## config.mk

```make
export PLATFORM = sky130hd
export DESIGN_NAME = vrpm_unit
export DESIGN_NICKNAME = d
export VERILOG_FILES = /design/src/logic/vrpm_pkg.sv /design/src/logic/vrpm_unit.sv
export SDC_FILE = /design/constraint.sdc
export NUM_CORES = 1
export LEC_CHECK = 0
export BUFFER_PORTS_ARGS = -buffer_cell sky130_fd_sc_hd__buf_2
export CAP_MARGIN = 20
export CORE_MARGIN = 2
export CORE_UTILIZATION = 30
export CTS_CLUSTER_SIZE = 28
export DETAILED_ROUTE_END_ITERATION = 10
export SYNTH_ARGS = -nofsm -noshare
export SYNTH_HDL_FRONTEND = slang
export SYNTH_SLANG_ARGS = --single-unit
```

## constraint.sdc

```tcl
create_clock -name i_mclk -period 7.05 [get_ports i_mclk]
set_input_delay 1.7625 -clock i_mclk [delete_from_list [all_inputs] [get_ports i_mclk]]
set_output_delay 1.7625 -clock i_mclk [all_outputs]
set_load 0.05 [all_outputs]
```

## src/logic/vrpm_pkg.sv

```systemverilog
// package for the vector reciprocal, population count and mask unit
package vrpm_pkg;
    localparam int ELEM_W = 64;
    localparam int NUM_ELEM = 64;
    localparam int IDX_W = 6;
    localparam int VL_W = 7;
    localparam int OPC_W = 3;
    localparam logic [2:0] OPC_RECIP = 3'h0;
    localparam logic [2:0] OPC_POP = 3'h1;
    localparam logic [2:0] OPC_PARITY = 3'h2;
    localparam logic [2:0] TEST_ZERO = 3'h0;
    localparam logic [2:0] TEST_NONZERO = 3'h1;
    localparam logic [2:0] TEST_POS = 3'h2;
    localparam logic [2:0] TEST_NEG = 3'h3;
    localparam logic [2:0] TEST_LIST_BIT = 3'h4;
    localparam logic [63:0] MASK_RESET = 64'h0;
    localparam int SIGN_BIT = 63;
    localparam int EXP_HI = 62;
    localparam int EXP_LO = 48;
    localparam int COEF_HI = 47;
    localparam int COEF_LO = 0;
    localparam int COEF_NORM_BIT = 47;
    localparam logic [14:0] EXP_BIAS2 = 15'h7ffe;
    localparam int RECIP_TBL_BITS = 8;
    typedef enum logic [2:0] {
        VRPM_IDLE = 3'b001,
        VRPM_RUN = 3'b010,
        VRPM_DONE = 3'b100
    } vrpm_state_t;
    typedef enum logic [1:0] {
        VRPM_UNIT_RECIP = 2'b01,
        VRPM_UNIT_LOGIC = 2'b10
    } vrpm_unit_t;
endpackage

```

## src/logic/vrpm_unit.sv

```systemverilog
// element-wise reciprocal, population count, parity and mask-test datapath
// Summary of operation
// - reciprocal opcode writes approximate reciprocal of each source element to destination
// - zero or unnormalized source gives an unspecified reciprocal result
// - reciprocal performs exactly vector length element operations
// - pop count and parity run in the reciprocal approximation unit
// - pop count writes number of one bits per element, vector length elements
// - parity writes 0 for even one-bit count, 1 for odd
// - mask-test low digit 0..3 selects zero, nonzero, positive, negative
// - 64-bit condition mask, one bit per element of the tested register
// - mask bit set when condition holds, cleared otherwise
// - only vector length elements are tested
// - whole mask cleared before testing, bits beyond length stay zero
// - a zero element counts as positive
// - element 0 maps to leftmost mask bit, then onward rightwards
// - digits 4..7 also write compressed list of matching indices to destination
// - all mask-test variants run in the vector logical unit
`timescale 1ns/100ps
`default_nettype none
module vrpm_unit
    import vrpm_pkg::*;
(
    input wire logic i_mclk,
    input wire logic i_reset,
    input wire logic i_start,
    input wire logic i_is_test,
    input wire logic [vrpm_pkg::OPC_W-1:0] i_opcode,
    input wire logic [vrpm_pkg::VL_W-1:0] i_vector_length_reg,
    input wire logic [vrpm_pkg::ELEM_W-1:0] i_source_vector_reg,
    input wire logic i_mask_wr,
    input wire logic [vrpm_pkg::ELEM_W-1:0] i_mask_wdata,
    output logic o_busy,
    output logic o_done,
    output logic [vrpm_pkg::IDX_W-1:0] o_src_index,
    output logic o_dest_we,
    output logic [vrpm_pkg::IDX_W-1:0] o_dest_index,
    output logic [vrpm_pkg::ELEM_W-1:0] o_dest_vector_reg,
    output logic [1:0] o_unit,
    output logic [vrpm_pkg::ELEM_W-1:0] o_vector_condition_mask
);
    import vrpm_pkg::*;

    vrpm_state_t state_reg, state_next;
    logic is_test_reg, is_test_next;
    logic [OPC_W-1:0] opc_reg, opc_next;
    logic [VL_W-1:0] len_reg, len_next;
    logic [VL_W-1:0] cnt_reg, cnt_next;
    logic [IDX_W-1:0] list_reg, list_next;
    logic [ELEM_W-1:0] mask_reg, mask_next;
    logic we_reg, we_next;
    logic [IDX_W-1:0] widx_reg, widx_next;
    logic [ELEM_W-1:0] wdata_reg, wdata_next;
    logic done_reg, done_next;
    logic [1:0] unit_reg, unit_next;

    logic [6:0] pop;
    logic cond;
    logic [ELEM_W-1:0] recip;
    logic [14:0] exp_in;
    logic [RECIP_TBL_BITS-1:0] top;
    logic [RECIP_TBL_BITS:0] rtop;

    // population count and parity of the current source element
    always_comb begin
        pop = 7'h00;
        for (int b = 0; b < ELEM_W; b++) begin
            pop = pop + {6'h00, i_source_vector_reg[b]};
        end
    end

    // condition test; a zero element has sign 0 so it reads as positive
    always_comb begin
        case (opc_reg[1:0])
            TEST_ZERO[1:0]: cond = (i_source_vector_reg == 64'h0);
            TEST_NONZERO[1:0]: cond = (i_source_vector_reg != 64'h0);
            TEST_POS[1:0]: cond = ~i_source_vector_reg[SIGN_BIT];
            default: cond = i_source_vector_reg[SIGN_BIT];
        endcase
    end

    // coarse reciprocal: negate exponent, invert leading coefficient bits.
    // accuracy is only a seed for a refinement step; zero or unnormalized
    // inputs give garbage, which is acceptable
    always_comb begin
        exp_in = i_source_vector_reg[EXP_HI:EXP_LO];
        top = i_source_vector_reg[COEF_HI-1 -: RECIP_TBL_BITS];
        rtop = {1'b0, ~top};
        recip = 64'h0;
        recip[SIGN_BIT] = i_source_vector_reg[SIGN_BIT];
        recip[EXP_HI:EXP_LO] = 15'(EXP_BIAS2 - exp_in);
        recip[COEF_NORM_BIT] = 1'b1;
        recip[COEF_HI-1 -: RECIP_TBL_BITS] = rtop[RECIP_TBL_BITS-1:0];
    end

    always_comb begin
        state_next = state_reg;
        is_test_next = is_test_reg;
        opc_next = opc_reg;
        len_next = len_reg;
        cnt_next = cnt_reg;
        list_next = list_reg;
        mask_next = mask_reg;
        we_next = 1'b0;
        widx_next = widx_reg;
        wdata_next = wdata_reg;
        done_next = 1'b0;
        unit_next = unit_reg;
        case (state_reg)
            VRPM_IDLE: begin
                // host writes only land while idle, so a running test owns the mask
                if (i_mask_wr) begin
                    mask_next = i_mask_wdata;
                end
                if (i_start) begin
                    is_test_next = i_is_test;
                    opc_next = i_opcode;
                    len_next = i_vector_length_reg;
                    cnt_next = 7'h00;
                    list_next = 6'h00;
                    unit_next = i_is_test ? VRPM_UNIT_LOGIC : VRPM_UNIT_RECIP;
                    // clear first so bits past the length read as zero
                    if (i_is_test) begin
                        mask_next = MASK_RESET;
                    end
                    state_next = (i_vector_length_reg == 7'h00) ? VRPM_DONE : VRPM_RUN;
                end
            end
            VRPM_RUN: begin
                if (is_test_reg) begin
                    // element n lands in bit 63-n, i.e. counted from the left
                    mask_next[NUM_ELEM-1-int'(cnt_reg[IDX_W-1:0])] = cond;
                    if ((opc_reg & TEST_LIST_BIT) != 3'h0 && cond) begin
                        we_next = 1'b1;
                        widx_next = list_reg;
                        wdata_next = {58'h0, cnt_reg[IDX_W-1:0]};
                        list_next = list_reg + 6'h01;
                    end
                end else begin
                    we_next = 1'b1;
                    widx_next = cnt_reg[IDX_W-1:0];
                    // opcodes above parity fall through to the reciprocal seed
                    case (opc_reg)
                        OPC_POP: wdata_next = {57'h0, pop};
                        OPC_PARITY: wdata_next = {63'h0, pop[0]};
                        default: wdata_next = recip;
                    endcase
                end
                cnt_next = cnt_reg + 7'h01;
                if (cnt_reg + 7'h01 >= len_reg) begin
                    state_next = VRPM_DONE;
                end
            end
            VRPM_DONE: begin
                // busy drops with this pulse so a new start is taken at once
                done_next = 1'b1;
                state_next = VRPM_IDLE;
            end
            default: state_next = VRPM_IDLE;
        endcase
    end

    always_ff @(posedge i_mclk) begin
        if (i_reset) begin
            state_reg <= VRPM_IDLE;
            is_test_reg <= 1'b0;
            opc_reg <= 3'h0;
            len_reg <= 7'h00;
            cnt_reg <= 7'h00;
            list_reg <= 6'h00;
            mask_reg <= MASK_RESET;
            we_reg <= 1'b0;
            widx_reg <= 6'h00;
            wdata_reg <= 64'h0;
            done_reg <= 1'b0;
            unit_reg <= 2'h0;
        end else begin
            state_reg <= state_next;
            is_test_reg <= is_test_next;
            opc_reg <= opc_next;
            len_reg <= len_next;
            cnt_reg <= cnt_next;
            list_reg <= list_next;
            mask_reg <= mask_next;
            we_reg <= we_next;
            widx_reg <= widx_next;
            wdata_reg <= wdata_next;
            done_reg <= done_next;
            unit_reg <= unit_next;
        end
    end

    // source index is registered so the file read lines up one cycle ahead
    logic busy_reg;
    logic [IDX_W-1:0] sidx_reg;
    logic busy_next;
    logic [IDX_W-1:0] sidx_next;
    always_comb begin
        busy_next = (state_next != VRPM_IDLE);
        sidx_next = (state_next == VRPM_RUN) ? cnt_next[IDX_W-1:0] : 6'h00;
    end
    always_ff @(posedge i_mclk) begin
        if (i_reset) begin
            busy_reg <= 1'b0;
            sidx_reg <= 6'h00;
        end else begin
            busy_reg <= busy_next;
            sidx_reg <= sidx_next;
        end
    end

    assign o_busy = busy_reg;
    assign o_done = done_reg;
    assign o_src_index = sidx_reg;
    assign o_dest_we = we_reg;
    assign o_dest_index = widx_reg;
    assign o_dest_vector_reg = wdata_reg;
    assign o_unit = unit_reg;
    assign o_vector_condition_mask = mask_reg;
endmodule
`default_nettype wire

```

==> flow_summary.json <==
{
  "status": "finished clean",
  "syn_inst": 1213,
  "rows": 66,
  "ys_ff_latch": 139,
  "drive_above_1_share_pct": 26.1,
  "leakage_nw": 5.52,
  "ys_seq_area_share_pct": 28.2,
  "h-tree-depth": 4,
  "ys_top_cells_by_count": "dfxtp_1, nor2_1, inv_1",
  "synth_edf_count": 0,
  "cts_buffer_depth": 2,
  "crit_chain": "buf_8 -> inv_4 -> fa_1 -> inv_2 -> fa_2 -> inv_2 -> fa_2 -> fa_1 -> inv_2 -> fa_1 -> fa_1 -> fa_1 -> inv_1 -> fa_1 -> inv_1 -> ha_1 -> a21o_1 -> a21o_1 -> a21o_1 -> a21oi_2 -> xnor2_1 -> a221oi_2 -> nor3_2",
  "synth_compound_area_share_pct": 20.6,
  "fin_ws_ns": 0.0574,
  "grt_pass1_wl_um": 52700,
  "maxSlewViolCount": 0,
  "relSlewSlack_pct": 25.7,
  "holdWs_ns": 0.455,
  "synthAdderAreaFrac_pct": 14.4,
  "cts_tree": "yes",
  "routed_wl_um": 34400,
  "dieHeight_um": 185,
  "io_buffer_count": 255,
  "crit_required_ns": 7.34,
  "total_power_w": 0.00569,
  "cts.sinks": 139,
  "hold_viol_final": 0,
  "initial_core_util_pct": 30.4,
  "antenna_found_initial": 6,
  "muxShareOfSynthArea_pct": 7.57,
  "synth.top_cell.area_share_pct": 28.2,
  "critPathSlowestCell": "fa_2",
  "synth_top_cell_by_area": "dfxtp_1",
  "power_density_nw_per_um2": 464,
  "wl_per_cell_um": 18.1,
  "path_delay_family": "adder cells",
  "dieArea_sq_um": 34300,
  "synthFlopType": "dfxtp_1",
  "drc": 0,
  "crit_path_start_kind": "primary input",
  "synth_top_family_by_area": "compound AO/OA/AOI/OAI gates",
  "cts_hold_buf": 0,
  "clk_latency_ns": 0.44,
  "drt_iter0_drc": 805,
  "crit_path_max_fanout": 2,
  "largest_reg_flops": 64,
  "ant_nets": 0,
  "synth.avg_cell_area_sq_um": 8.13,
  "nNetsFinal": 1666,
  "gp_congestion": 0.857,
  "grt_pass1_vias": 9520,
  "end_kind": "flop",
  "track_usage_pct": 19.9,
  "grt_max_degree": 97,
  "maxCapViolCount": 0,
  "viasPerCell": 5.14,
  "netlist_top_cells_area": "dfxtp_1, fa_1, mux2i_1",
  "setup_viol": 0,
  "synthSimpleGateAreaFrac_pct": 16.7,
  "ctsResizeCount": 0,
  "yosysWarnings": 0,
  "fill_cells": 3371,
  "synth-xor-area-share_pct": 1.94,
  "die_w_um": 185,
  "post-dp-hpwl_um": 24900,
  "pre_cts_slack_ns": -0.442,
  "coreArea_sq_um": 32500,
  "fin_crit_ns": 6.99,
  "max_stage_delay_ns": 0.56,
  "synth_area_sq_um": 9860,
  "boundaryPins": 288,
  "ir_worst_vdd_uv": 797,
  "synthArstFlopShare_pct": 0,
  "tightest_slew_ns": 1.11,
  "period_share_pct": 99.2,
  "dr.pass1.iters": 7,
  "max_freq_mhz": 143,
  "grt.overflow.total": 0,
  "rsz0062_at_grt": "true",
  "cts_root_buffer": "clkbuf_16",
  "clock_skew_ns": 0.0129,
  "cpMostUsedCell": "fa_1",
  "path_class": "in2reg",
  "arrival_ns": 7.28,
  "area_delta_synth_final_pct": 24.4,
  "fin_setup_tns_ns": 0,
  "path_clk_slew_ns": 0.07,
  "cts_made_buffers": 17,
  "cts_setup_buffers": 0,
  "critPathBufInv": 7,
  "synth_cell_types": 55,
  "hold_path.class": "reg2reg",
  "synth_most_common_cell": "dfxtp_1",
  "via_count": 9771
}
-- cells in the final DEF, fill, tap and decap left out, drive strengths merged, types with 5 or more instances in the layout --
cell,instances
ha,27
conb,32
nand2,51
inv,106
nor2b,12
nand3,17
a211oi,11
and3,7
dfxtp,139
a31oi,55
xnor2,18
o211ai,49
clkbuf,23
nor2,109
o21ai,76
a21oi,100
buf,301
nor4,17
nand4,6
a221oi,5
mux2i,72
nor3,82
and2,6
fa,54
a22oi,17
a41oi,11
-- worst reg2reg max path, cell delays in order, from the launching register on --
cell,delay [ns]
dfxtp_1,0.89
nand3_1,0.59
nor2_1,0.23
buf_4,0.21
nand2_1,0.10
xnor2_1,0.16
ha_1,0.20
or3_1,0.36
o21a_1,0.27
nor3_1,0.23
-- logic make-up (layout without fill, tap and decap cells) --
group / Yosys count / in the layout
AOI/OAI and AO/OA: 335 / 335
xor gates and xnor gates: 21 / 21
adders and majority gates: 81 / 81
buffers and inverters: 227 / 438
DFF: 139 / 139
muxes: 74 / 74
other: 1 / 35
and+or+nand+nor: 335 / 335
-- layer usage --
metal  GRT usage, %  vias to the layer above  wire length (um)
met3           6.25                       71              3180
met5              0                        -                32
met4           6.98                        6               890
met2           32.6                      427             15900
met1           24.6                     4591             14400
li1               -                     4676                 -
-- through the flow --
step	util [%]	std cells	area (sq um)
after floorplan	-	1244	10000
after global placement	35.6	1863	11600
after detailed placement	35.7	1864	11600
after CTS	37.5	1896	12200
after global routing	37.8	1897	12300
final	37.8	1900	12300
-- path summary, 6_finish.rpt --
check	start	to	slack [ns]	cells after the start
worst max register to register	cnt_reg[0]	o_src_index[1]	3.72	9
worst min-delay path	len_reg[5]	len_reg[5]	0.46	2
worst min register to register	len_reg[5]	len_reg[5]	0.46	2
worst max-delay path	i_source_vector_reg[37]	o_dest_vector_reg[5]	0.06	23
-- power by group --
part           internal, W  switching, W  leakage (nW)
Clock             0.000559      0.000380         0.293
Combinational      0.00187       0.00199          4.09
Sequential        0.000845     0.0000541          1.14
-- final cells by class --
type / count / area (sq um) / area share (%)
inverters: 104 / 393 / 3.20
repair buffers: 302 / 1680 / 13.7
well taps: 442 / 553 / 4.51
flip-flops and latches: 139 / 2780 / 22.7
clock buffers: 22 / 484 / 3.94
clock inverters: 10 / 113 / 0.917
diodes: 3 / 7.51 / 0.0612
multi-input cells: 878 / 6260 / 51.0
Power figures use the tool's default switching activity.
